## src/rtl/bfe_pkg.sv

```systemverilog
// Constants and types shared by the event counting block
package bfe_pkg;

    // ==========================================================
    // Register offsets (byte addresses)
    localparam logic [4:0] OFS_SEL0  = 5'h00;
    localparam logic [4:0] OFS_SEL1  = 5'h04;
    localparam logic [4:0] OFS_CTR0  = 5'h08;
    localparam logic [4:0] OFS_CTR1  = 5'h0C;
    localparam logic [4:0] OFS_STS   = 5'h10;
    localparam logic [4:0] OFS_IEN   = 5'h14;
    localparam logic [4:0] OFS_ICLR  = 5'h18;
    localparam logic [4:0] OFS_RATIO = 5'h1C;

    // ==========================================================
    // Event select fields
    localparam int SEL_EVT_LSB = 0;
    localparam int SEL_UM_LSB  = 8;
    localparam int SEL_PC_BIT  = 19;
    localparam int SEL_EN_BIT  = 22;

    // ==========================================================
    // Event codes and unit masks
    localparam logic [7:0] EVT_MEM   = 8'h6F;
    localparam logic [7:0] EVT_RCV   = 8'h64;
    localparam logic [7:0] EVT_BNR   = 8'h61;
    localparam logic [7:0] EVT_HIT   = 8'h7A;
    localparam logic [7:0] EVT_MODIFIED_HIT_PIN  = 8'h7B;
    localparam logic [7:0] EVT_STALL = 8'h7E;
    localparam logic [7:0] EVT_FP_RETIRED_EVENT = 8'hC1;
    localparam logic [7:0] EVT_FPEXE = 8'h10;
    localparam logic [7:0] UM_SELF   = 8'h00;
    localparam logic [7:0] UM_ANY    = 8'h20;

    // ==========================================================
    // Core-to-bus ratio strap codes
    localparam logic [2:0] RATIO_2TO1 = 3'h1;
    localparam logic [2:0] RATIO_3TO1 = 3'h2;

    // ==========================================================
    // Reset values and limits
    localparam logic [31:0] SEL_RST   = 32'h0000_0000;
    localparam logic [31:0] CTR_RST   = 32'h0000_0000;
    localparam logic [31:0] CTR_MAX   = 32'hFFFF_FFFF;
    localparam logic [1:0]  FLAGS_RST = 2'h0;
    localparam logic [2:0]  RATIO_RST = 3'h0;
    localparam logic [31:0] RDATA_RST = 32'h0000_0000;
    localparam logic        IRQ_RST   = 1'b0;

    // ==========================================================
    // Qualified event occurrences in one core cycle
    typedef struct packed {
        logic mem_self;
        logic mem_any;
        logic rcv;
        logic bnr;
        logic hit;
        logic modified_hit_pin;
        logic stall;
        logic fp_retired_event;
        logic fpexe;
    } bfe_ev_t;

endpackage

```

## src/rtl/bfe_sync.sv

```systemverilog
// Two flip-flop synchroniser for pin levels
module bfe_sync #(
    parameter int W = 3
) (
    input  wire logic         mclk,
    input  wire logic         rstn,
    input  wire logic [W-1:0] din,
    output logic      [W-1:0] dout
);
    import bfe_pkg::*;

    typedef struct packed {
        logic [W-1:0] s1;
        logic [W-1:0] s2;
    } bfe_sync_st_t;

    bfe_sync_st_t st_ff;
    bfe_sync_st_t nxt_st;

    always_comb begin
        nxt_st    = st_ff;
        nxt_st.s1 = din;
        nxt_st.s2 = st_ff.s1;
    end

    always_ff @(posedge mclk) begin
        if (!rstn) begin
            st_ff <= '0;
        end else begin
            st_ff <= nxt_st;
        end
    end

    assign dout = st_ff.s2;
endmodule

```

## src/rtl/bfe_bpm_pin.sv

```systemverilog
// One breakpoint-monitor pin driven by counter overflow
module bfe_bpm_pin (
    input  wire logic mclk,
    input  wire logic rstn,
    input  wire logic ovf,
    input  wire logic pin_control_bit,
    input  wire logic gate,
    output logic      pin
);
    import bfe_pkg::*;

    typedef struct packed {
        logic pin;
    } bfe_bpm_st_t;

    bfe_bpm_st_t st_ff;
    bfe_bpm_st_t nxt_st;

    always_comb begin
        nxt_st = st_ff;
        if (!gate) begin
            // Ratio unsupported: pin holds, no indication
            nxt_st.pin = st_ff.pin;
        end else if (pin_control_bit) begin
            nxt_st.pin = ovf;
        end else if (ovf) begin
            nxt_st.pin = ~st_ff.pin;
        end
    end

    always_ff @(posedge mclk) begin
        if (!rstn) begin
            st_ff <= '0;
        end else begin
            st_ff <= nxt_st;
        end
    end

    assign pin = st_ff.pin;
endmodule

```

## src/rtl/bfe_event_counting.sv

```systemverilog
// Bus and floating-point event qualification with two counters
// Operation
// - code 6FH counts completed memory transactions, own (00H) or any (20H).
// - code 64H counts bus cycles in which this agent receives data.
// - code 61H counts bus cycles in which the throttle pin is driven.
// - code 7AH counts bus cycles driving snoop hit, stalls included.
// - code 7BH counts bus cycles driving modified hit, stalls included.
// - hit events, ratio 2:1 or 3:1, bit 19 set: monitor pin pulses.
// - hit events, bit 19 clear: monitor pin toggles on each overflow.
// - hit events at other ratios: no pin indication, counting still correct.
// - code 7EH counts clock cycles the bus is snoop stalled.
// - code C1H counts retired FP computational ops, counter 0 only.
// - retired count drops traps, assists, loads, stores; keeps assist-run ops.
// - code 10H counts executed FP computational ops, counter 0 only.
module bfe_event_counting (
    input  wire logic        mclk,
    input  wire logic        rstn,
    input  wire logic [4:0]  reg_addr,
    input  wire logic [31:0] reg_wdata,
    input  wire logic        reg_wr,
    input  wire logic        reg_rd,
    output logic      [31:0] reg_rdata,
    input  wire logic        bus_tick,
    input  wire logic        mem_tran_done,
    input  wire logic        mem_tran_own,
    input  wire logic        data_rcv_active,
    input  wire logic        throttle_drive,
    input  wire logic        hit_drive,
    input  wire logic        modified_hit_pin_drive,
    input  wire logic        snoop_stall,
    input  wire logic        fp_retire_valid,
    input  wire logic        fp_retire_trap,
    input  wire logic        fp_retire_assist,
    input  wire logic        fp_retire_ldst,
    input  wire logic        fp_exec_valid,
    input  wire logic [2:0]  clk_ratio_pin,
    output logic      [1:0]  breakpoint_monitor_pins,
    output logic             irq
);
    import bfe_pkg::*;

    // ==========================================================
    // State
    typedef struct packed {
        logic [31:0] event_select_zero;
        logic [31:0] event_select_one;
        logic [31:0] ctr0;
        logic [31:0] ctr1;
        logic [1:0]  sts;
        logic [1:0]  ien;
        logic [31:0] rdata;
        logic        irq;
        logic [1:0]  ovf;
    } bfe_st_t;

    bfe_st_t     st_ff;
    bfe_st_t     nxt_st;
    bfe_ev_t     ev;
    logic [2:0]  ratio_sync;
    logic        ratio_ok;
    logic        inc0;
    logic        inc1;
    logic [1:0]  bpm_gate;
    logic [32:0] step0;
    logic [32:0] step1;
    logic        fp_clean;
    logic [1:0]  clr_mask;

    // ==========================================================
    // Functions
    function automatic logic [7:0] sel_code(input logic [31:0] sel);
        return sel[SEL_EVT_LSB +: 8];
    endfunction

    function automatic logic [7:0] sel_umask(input logic [31:0] sel);
        return sel[SEL_UM_LSB +: 8];
    endfunction

    // Own-agent-only events accept unit mask 00H alone
    function automatic logic self_only(input logic [31:0] sel,
                                       input logic        occ);
        return (sel_umask(sel) == UM_SELF) && occ;
    endfunction

    function automatic logic is_hit_event(input logic [31:0] sel);
        return (sel_code(sel) == EVT_HIT) || (sel_code(sel) == EVT_MODIFIED_HIT_PIN);
    endfunction

    function automatic logic ev_hit(input logic [31:0] sel,
                                    input logic        is_ctr0,
                                    input bfe_ev_t     e);
        logic r;
        r = 1'b0;
        case (sel_code(sel))
            EVT_MEM: begin
                if (sel_umask(sel) == UM_SELF) begin
                    r = e.mem_self;
                end else if (sel_umask(sel) == UM_ANY) begin
                    r = e.mem_any;
                end
            end
            EVT_RCV: begin
                r = self_only(sel, e.rcv);
            end
            EVT_BNR: begin
                r = self_only(sel, e.bnr);
            end
            EVT_HIT: begin
                r = self_only(sel, e.hit);
            end
            EVT_MODIFIED_HIT_PIN: begin
                r = self_only(sel, e.modified_hit_pin);
            end
            EVT_STALL: begin
                r = self_only(sel, e.stall);
            end
            EVT_FP_RETIRED_EVENT: begin
                r = is_ctr0 && self_only(sel, e.fp_retired_event);
            end
            EVT_FPEXE: begin
                r = is_ctr0 && self_only(sel, e.fpexe);
            end
            default: begin
                r = 1'b0;
            end
        endcase
        return r && sel[SEL_EN_BIT];
    endfunction

    // Next count and wrap flag for one counter
    function automatic logic [32:0] ctr_step(input logic [31:0] c,
                                             input logic        inc);
        logic [32:0] r;
        r = {1'b0, c};
        if (inc) begin
            // Wrap flag marks the step from all ones to zero
            r[31:0] = c + 32'h0000_0001;
            r[32]   = (c == CTR_MAX);
        end
        return r;
    endfunction

    // Pin indication allowed for this select at the current ratio
    function automatic logic bpm_allowed(input logic [31:0] sel,
                                         input logic        rat_ok);
        return !is_hit_event(sel) || rat_ok;
    endfunction

    // Sticky status: clear first, hardware set wins
    function automatic logic [1:0] sts_next(input logic [1:0] sts,
                                            input logic [1:0] clr,
                                            input logic [1:0] set);
        return (sts & ~clr) | set;
    endfunction

    // Level request from sticky status and enables
    function automatic logic irq_level(input logic [1:0] sts,
                                       input logic [1:0] ien);
        return |(sts & ien);
    endfunction

    function automatic logic [31:0] rd_mux(input bfe_st_t    s,
                                           input logic [4:0] a,
                                           input logic [2:0] rat);
        logic [31:0] d;
        d = 32'h0000_0000;
        case (a)
            OFS_SEL0: begin
                d = s.event_select_zero;
            end
            OFS_SEL1: begin
                d = s.event_select_one;
            end
            OFS_CTR0: begin
                d = s.ctr0;
            end
            OFS_CTR1: begin
                d = s.ctr1;
            end
            OFS_STS: begin
                d = {30'h0000_0000, s.sts};
            end
            OFS_IEN: begin
                d = {30'h0000_0000, s.ien};
            end
            OFS_RATIO: begin
                d = {29'h0000_0000, rat};
            end
            default: begin
                d = 32'h0000_0000;
            end
        endcase
        return d;
    endfunction

    // ==========================================================
    // Ratio strap synchroniser
    bfe_sync #(
        .W (3)
    ) u_ratio_sync (
        .mclk (mclk),
        .rstn (rstn),
        .din  (clk_ratio_pin),
        .dout (ratio_sync)
    );

    assign ratio_ok = (ratio_sync == RATIO_2TO1)
                   || (ratio_sync == RATIO_3TO1);

    // ==========================================================
    // Floating-point retirement filter
    // Trapped or assisted ops and loads/stores never reach the count
    assign fp_clean = fp_retire_valid && !fp_retire_trap
                   && !fp_retire_assist && !fp_retire_ldst;

    // ==========================================================
    // Event qualification
    always_comb begin
        ev          = '0;
        ev.mem_self = mem_tran_done && mem_tran_own;
        ev.mem_any  = mem_tran_done;
        ev.rcv      = bus_tick && data_rcv_active;
        ev.bnr      = bus_tick && throttle_drive;
        // Hit drives count stall cycles as well
        ev.hit      = bus_tick && hit_drive;
        ev.modified_hit_pin     = bus_tick && modified_hit_pin_drive;
        ev.stall    = snoop_stall;
        // Assist-handler ops and sub-ops arrive as plain retirements
        ev.fp_retired_event    = fp_clean;
        ev.fpexe    = fp_exec_valid;
    end

    assign inc0 = ev_hit(st_ff.event_select_zero, 1'b1, ev);
    assign inc1 = ev_hit(st_ff.event_select_one, 1'b0, ev);

    // ==========================================================
    // Counter steps
    assign step0 = ctr_step(st_ff.ctr0, inc0);
    assign step1 = ctr_step(st_ff.ctr1, inc1);

    // ==========================================================
    // Status clear mask from a write to the clear register
    assign clr_mask = (reg_wr && reg_addr == OFS_ICLR) ? reg_wdata[1:0]
                                                       : 2'h0;

    // ==========================================================
    // Registers, counters, status
    always_comb begin
        nxt_st       = st_ff;
        nxt_st.rdata = 32'h0000_0000;
        nxt_st.ovf   = 2'h0;

        // Counting; a software write to a counter takes priority
        nxt_st.ctr0   = step0[31:0];
        nxt_st.ovf[0] = step0[32];
        nxt_st.ctr1   = step1[31:0];
        nxt_st.ovf[1] = step1[32];

        if (reg_wr) begin
            case (reg_addr)
                OFS_SEL0: begin
                    nxt_st.event_select_zero = reg_wdata;
                end
                OFS_SEL1: begin
                    nxt_st.event_select_one = reg_wdata;
                end
                OFS_CTR0: begin
                    nxt_st.ctr0   = reg_wdata;
                    nxt_st.ovf[0] = 1'b0;
                end
                OFS_CTR1: begin
                    nxt_st.ctr1   = reg_wdata;
                    nxt_st.ovf[1] = 1'b0;
                end
                OFS_IEN: begin
                    nxt_st.ien = reg_wdata[1:0];
                end
                default: begin
                    nxt_st.ien = st_ff.ien;
                end
            endcase
        end

        // Overflow sets win over a clear in the same cycle
        nxt_st.sts = sts_next(st_ff.sts, clr_mask, nxt_st.ovf);

        if (reg_rd) begin
            nxt_st.rdata = rd_mux(st_ff, reg_addr, ratio_sync);
        end

        nxt_st.irq = irq_level(st_ff.sts, st_ff.ien);
    end

    always_ff @(posedge mclk) begin
        if (!rstn) begin
            st_ff.event_select_zero <= SEL_RST;
            st_ff.event_select_one  <= SEL_RST;
            st_ff.ctr0              <= CTR_RST;
            st_ff.ctr1              <= CTR_RST;
            st_ff.sts               <= FLAGS_RST;
            st_ff.ien               <= FLAGS_RST;
            st_ff.rdata             <= RDATA_RST;
            st_ff.irq               <= IRQ_RST;
            st_ff.ovf               <= FLAGS_RST;
        end else begin
            st_ff <= nxt_st;
        end
    end

    // ==========================================================
    // Breakpoint-monitor pins
    // Hit events only signal at supported ratios; counting is unaffected
    assign bpm_gate[0] = bpm_allowed(st_ff.event_select_zero,
                                     ratio_ok);
    assign bpm_gate[1] = bpm_allowed(st_ff.event_select_one,
                                     ratio_ok);

    bfe_bpm_pin u_bpm0 (
        .mclk            (mclk),
        .rstn            (rstn),
        .ovf             (st_ff.ovf[0]),
        .pin_control_bit (st_ff.event_select_zero[SEL_PC_BIT]),
        .gate            (bpm_gate[0]),
        .pin             (breakpoint_monitor_pins[0])
    );

    bfe_bpm_pin u_bpm1 (
        .mclk            (mclk),
        .rstn            (rstn),
        .ovf             (st_ff.ovf[1]),
        .pin_control_bit (st_ff.event_select_one[SEL_PC_BIT]),
        .gate            (bpm_gate[1]),
        .pin             (breakpoint_monitor_pins[1])
    );

    // ==========================================================
    // Outputs
    assign reg_rdata = st_ff.rdata;
    assign irq       = st_ff.irq;
endmodule

```

## config.mk

```make
export PLATFORM = sky130hd
export DESIGN_NAME = bfe_event_counting
export DESIGN_NICKNAME = d
export VERILOG_FILES = /design/src/rtl/bfe_pkg.sv /design/src/rtl/bfe_sync.sv /design/src/rtl/bfe_bpm_pin.sv /design/src/rtl/bfe_event_counting.sv
export SDC_FILE = /design/constraint.sdc
export NUM_CORES = 1
export LEC_CHECK = 0
export BUFFER_PORTS_ARGS = -buffer_cell sky130_fd_sc_hd__buf_2
export CAP_MARGIN = 15
export CORE_MARGIN = 2
export CORE_UTILIZATION = 25
export CTS_CLUSTER_DIAMETER = 150
export CTS_CLUSTER_SIZE = 30
export DETAILED_ROUTE_END_ITERATION = 16
export SKIP_CTS_REPAIR_TIMING = 1
export SLEW_MARGIN = 20
export SYNTH_ARGS = -nofsm -noshare
export SYNTH_HDL_FRONTEND = slang
export SYNTH_SLANG_ARGS = --single-unit
```

## constraint.sdc

```tcl
create_clock -name mclk -period 6.4 [get_ports mclk]
set_input_delay 0.32 -clock mclk [delete_from_list [all_inputs] [get_ports mclk]]
set_output_delay 0.32 -clock mclk [all_outputs]
set_load 0.01 [all_outputs]
```

Word level (Yosys, flattened, before mapping)
Cells that the tools add are included.
{"block": "word_totals", "reg_bits": 175, "out_inout_bits": 35, "wordCells": 113}
{"block": "classes", "n_addsub": 2, "n_eq_ne": 27, "n_mux": 20, "bitwise": 6, "reduce_logical": 45}
{"cell": "$pmux 32 s7", "n": 1}
{"cell": "$eq 8x7->1 const B", "n": 12}
{"cell": "$mux 33", "n": 2}
{"cell": "$add 32x1->32 const B", "n": 2}
{"cell": "$eq 32x32->1 const B", "n": 2}
{"cell": "$mux 32", "n": 2}
{"cell": "$mux 64", "n": 1}
{"cell": "$logic_and 1x1->1", "n": 23}
{"cell": "$eq 5x5->1 const B", "n": 4}
{"cell": "$eq 8x6->1 const B", "n": 2}
{"cell": "$logic_not 8->1", "n": 2}
{"cell": "$reduce_and 2->1", "n": 6}
{"cell": "$eq 5x4->1 const B", "n": 2}
{"cell": "$mux 1", "n": 10}
{"cell": "$eq 8x5->1 const B", "n": 1}
{"cell": "$eq 8x8->1 const B", "n": 1}
{"cell": "$pmux 1 s8", "n": 1}
{"cell": "$pmux 1 s6", "n": 1}
{"cell": "$eq 5x3->1 const B", "n": 1}
{"cell": "$logic_not 1->1", "n": 5}
{"cell": "$logic_not 5->1", "n": 1}
{"cell": "$logic_or 1x1->1", "n": 5}
{"cell": "$and 2x2->2", "n": 2}
{"cell": "$mux 2", "n": 2}
{"cell": "other kinds (7)", "n": 9}

Longest topological paths before layout
{"block": "logic_depth", "word_depth": 11, "depth_mapped": 8, "mapped_depth_nobuf": 6}

Modules after synthesis
A second synthesis with hierarchy kept.
{"block": "unflattened", "hier_cells": 1024, "hier_area_um2": 8380.5}
{"module": "bfe_event_counting", "instances": 1, "cells_each": 1000, "area_each_um2": 8120.3, "seq_area_each_um2": 3343.2}
{"module": "bfe_sync", "instances": 1, "cells_each": 12, "area_each_um2": 157.7, "seq_area_each_um2": 120.1}
{"module": "bfe_bpm_pin", "instances": 2, "cells_each": 6, "area_each_um2": 51.3, "seq_area_each_um2": 20.0}

Worst setup path after synthesis
OpenSTA, ideal clock, no wires.
{"block": "synth_timing", "path_type": "reg2reg", "from": "register st_ff[137] (netlist name)", "to": "register st_ff[76] (netlist name)", "setup_time_ns": 0.074, "arrival_time_ns": 2.122, "required_time_ns": 6.326, "path_slack_ns": 4.204, "path_stages_with_launch": 8, "synth_period_minus_slack_ns": 2.196, "cell_sequence": "dfxtp_1 > or4b_1 > o22ai_2 > a32oi_2 > a21o_1 > buf_6 > or4_1 > a31oi_1"}
{"block": "synth_between", "elab_chain_cells": 6}
{"item": "start: declaration", "line_no": "bfe_event_counting.sv:56", "source": "bfe_st_t st_ff;"}
{"item": "start signal: assignment", "line_no": "bfe_event_counting.sv:306", "source": "st_ff <= nxt_st;"}
{"item": "$eq 8x5->1 (tied with other cells)", "line_no": "bfe_event_counting.sv:94", "source": "case (sel_code(sel))"}
{"item": "$pmux 1 s8 (*)", "line_no": "bfe_event_counting.sv:94"}
{"item": "$logic_and 1x1->1 (*)", "line_no": "bfe_event_counting.sv:127", "source": "return r && sel[SEL_EN_BIT];"}
{"item": "$mux 33 (*)", "line_no": "bfe_event_counting.sv:135", "source": "if (inc) begin"}
{"item": "$mux 32", "line_no": "bfe_event_counting.sv:260", "source": "case (reg_addr)"}
{"item": "$mux 64 (*)", "line_no": "bfe_event_counting.sv:259", "source": "if (reg_wr) begin"}
Every way passes the cells marked *; elsewhere a longest branch is shown, timed or not.
A chain may end at the register's enable or synchronous reset.

Worst setup path after layout
{"block": "layout_timing", "from": "register st_ff[140] (netlist name)", "to": "register st_ff[87] (netlist name)"}
Same word-level chain as after synthesis.

==> flow_summary_export.csv <==
group,metric,value,unit
clock_network,clock-root-buffer,"clkbuf_16",
synth,synth_cell_types,65,
synth,synth_area_leaders,"dfxtp_1, nand2_1, a21oi_1",
global_routing,gr-total-overflow,0,
clock_network,insertion_delay,0.46,ns
power_and_ir_drop,powerDensity,234.2,mW/mm2
route,drtPass1Iterations,6,
timing,rsz0062_at_grt,"no",
critical_path,slowest_stage,"nand3_1",
cells_and_area,drive_gt1_share,15.73,%
timing,slew_viol_final,0,
critical_path,r2r_start,"st_ff[140]",
global_routing,grt_pass1_wl,46000,um
critical_path,reg2reg_slack,2.86,ns
min_path,hold_class,"primary input to register",
timing,setup_violations,0,
placement,place.gp.congestion,0.8534,
critical_path,crit_chain,"nand4b_1 > o31ai_1 > nand3_1 > a21o_1 > or4_1 > a31oi_1",
synth,yosys.area.top_type,"dfxtp_1",
critical_path,required,6.77,ns
critical_path,cp-startpoint,"st_ff[140]",
floorplanning,io_pins,92,
power_and_ir_drop,peakVddDrop,0.1954,mV
clock_network,clkTransAtPathRegs,0.07,ns
route,vias,8182,
global_routing,antenna_found_initial,3,
timing,slew_headroom,33.70,%
critical_path,crit_end,"st_ff[87]",
run,maxCapViolCount,0,
power_and_ir_drop,p_leak,0.002943,uW
timing,period_share,55.27,%
global_routing,grt_start_max_net_pins,66,
floorplanning,chipWidth,189.2,um
clock_network,cts_sinks,175,
timing,hold_viol,0,
floorplanning,rows,67,
floorplanning,coreArea,0.03362,mm2
timing,final.min_clock_period,3.537,ns
critical_path,reg2reg_to,"st_ff[87]",
critical_path,worstPathMaxFanout,22,
synth,synth-edff-count,0,
critical_path,crit_path_max_incr_delay,0.79,ns
min_path,whs_path_depth,2,
synth,async_flop_share,0,%
timing,setup_tns,0,ns
placement,dp_hpwl,20480,um
critical_path,end_kind,"register",
synth,synth_seq_cells,175,
route,avgViaCountPerCell,5.323,
cells_and_area,syn_to_final_growth,13.81,%
synth,avgSynthCellArea,8.125,um2
critical_path,critPathKind,"register to register",
synth,syn_area,0.008572,mm2
cells_and_area,nets,1133,
timing,max_freq,282.7,MHz
synth,synth_nets,1114,
timing,skew,0.01117,ns
clock_network,cts_max_level,4,
floorplanning,die_area,0.03579,mm2
critical_path,startpoint_type,"register",
critical_path,worstPathArrival,3.91,ns
floorplanning,die_height,189.2,um
route,wl_per_cell,19.40,um
floorplanning,start_util,25.50,%
route,drc,0,
global_routing,gr-usage-all-layers,16.55,%
timing,timing_worst_slew_pin_value,0.9917,ns
global_routing,grt_pass1_vias,7885,
outcome,outcome,"finished, final reports clean",
synth,yosys_warnings,0,
clock_network,cts-buffers-inserted,17,
placement,dp_cells,1503,
synth,ys.flop_type,"dfxtp_1",
synth,synth-seq-area-share,40.87,%
clock_network,clockBufferDepth,2,
critical_path,worstRegToRegCells,6,
cells_and_area,fin_cells,1537,
placement,io_buffers,91,
route,drtIter0Drc,775,
synth,synth_top_area_share,40.87,%
clock_network,cts_tree,"built",
route,totalWireLength,29820,um
route,ant_nets,0,
synth,synth_cells,1055,
## how the worst min path moves through the flow
stage | slack (ns) | to | startpoint
2_1_floorplan | 0.41 | u_ratio_sync.dout[0] | u_ratio_sync.nxt_st[0]
3_3_place_gp | 0.42 | u_ratio_sync.dout[2] | u_ratio_sync.nxt_st[2]
3_5_place_dp | 0.43 | u_ratio_sync.dout[0] | u_ratio_sync.nxt_st[0]
4_1_cts | 0.08 | u_ratio_sync.nxt_st[2] | clk_ratio_pin[2]
5_1_grt | 0.08 | u_ratio_sync.nxt_st[1] | clk_ratio_pin[1]
6_report | 0.08 | u_ratio_sync.nxt_st[2] | clk_ratio_pin[2]
## power by group
group / switching, uW / leakage, uW / internal [uW] / total [uW]
clock network: 506 / 0.000273 / 522 / 1030
logic: 82.8 / 0.00126 / 43.5 / 126
registers: 23.9 / 0.00141 / 1110 / 1130
total: 612 / 0.00294 / 1670 / 2280
## stage by stage
step	utilization, %	power (uW)	cell area, um2	hold slack [ns]	worst slack, ns
3_5_place_dp	27.34	1280	9190	0.4251	2.976
3_3_place_gp	27.34	1278	9190	0.4219	3.037
2_1_floorplan	-	1216	8572	0.4119	4.204
4_1_cts	29.01	2298	9751	0.07836	2.964
6_report	29.02	2285	9756	0.08194	2.863
5_1_grt	29.01	2360	9753	0.08479	2.773
## Yosys cell counts, types with 9 or more instances
master    number
a211oi_1      12
a21oi_1      125
a222oi_1      29
a31oi_1       33
and2_1        10
and3_1        11
buf_4         35
clkbuf_1      63
dfxtp_1      175
inv_1         16
mux2i_1       15
nand2_1      199
nand3_1       31
nand4_1       12
nor2_1        30
nor3_1        11
nor4_1         9
o21ai_0       70
o22ai_1       10
o31ai_1       17
or3_1         21
or4_1         18
xnor2_1       17
## worst max-delay path: cells and delay by family, from the launching register on
kind / cells / cell delay [ns]
simple gates: 3 / 1.56
compound gates: 3 / 1.43
flops: 1 / 0.47
## kinds of logic after synthesis
kind of cell,after synthesis,synth area share (%)
and+or+nand+nor,385,21.97
adders and majority gates,2,0.2919
muxes,18,2.277
DFF,175,40.87
AOI/OAI and AO/OA,330,25.34
buffers and inverters,124,7.108
xor gates and xnor gates,21,2.146
## layout make-up
cell class              instances  area (um2)
clock buffers                  18       439.2
flip-flops and latches        175        3503
inverters                      17       65.06
diodes                          2       5.005
multi-input cells             756        4486
well taps                     448       560.5
fillers                      3566       23860
clock inverters                14       121.4
repair buffers                107       575.6
## placed cells by master (no fill, tap or decap), types with 11 or more instances in the layout
master       n
or3_1       21
a31oi_1     33
buf_2       91
nand3_1     31
a21oi_1    125
and3_1      11
nand2_1    199
o31ai_1     17
a211oi_1    12
or4_1       18
inv_1       16
dfxtp_1    175
a222oi_1    29
mux2i_1     15
clkbuf_16   17
nor2_1      29
nand4_1     12
buf_4       16
o21ai_0     70
xnor2_1     17
## per-layer routing
metal	vias up	share of wire (%)	wire (um)	GRT usage, %
met5	-	0.044	13	0
met4	2	2.9	867	7.873
met3	57	6.9	2050	3.763
met2	317	47	13930	26.53
met1	3918	43	12960	21.00
li1	3888	-	-	-
## sequential cells by signal (all words and copies together) (netlist names)
name,cells
irq,1
st_ff,134
reg_rdata,32
u_ratio_sync.dout,3
u_ratio_sync.nxt_st,3
u_bpm0.pin,1
u_bpm1.pin,1
Power figures use the tool's default switching activity.
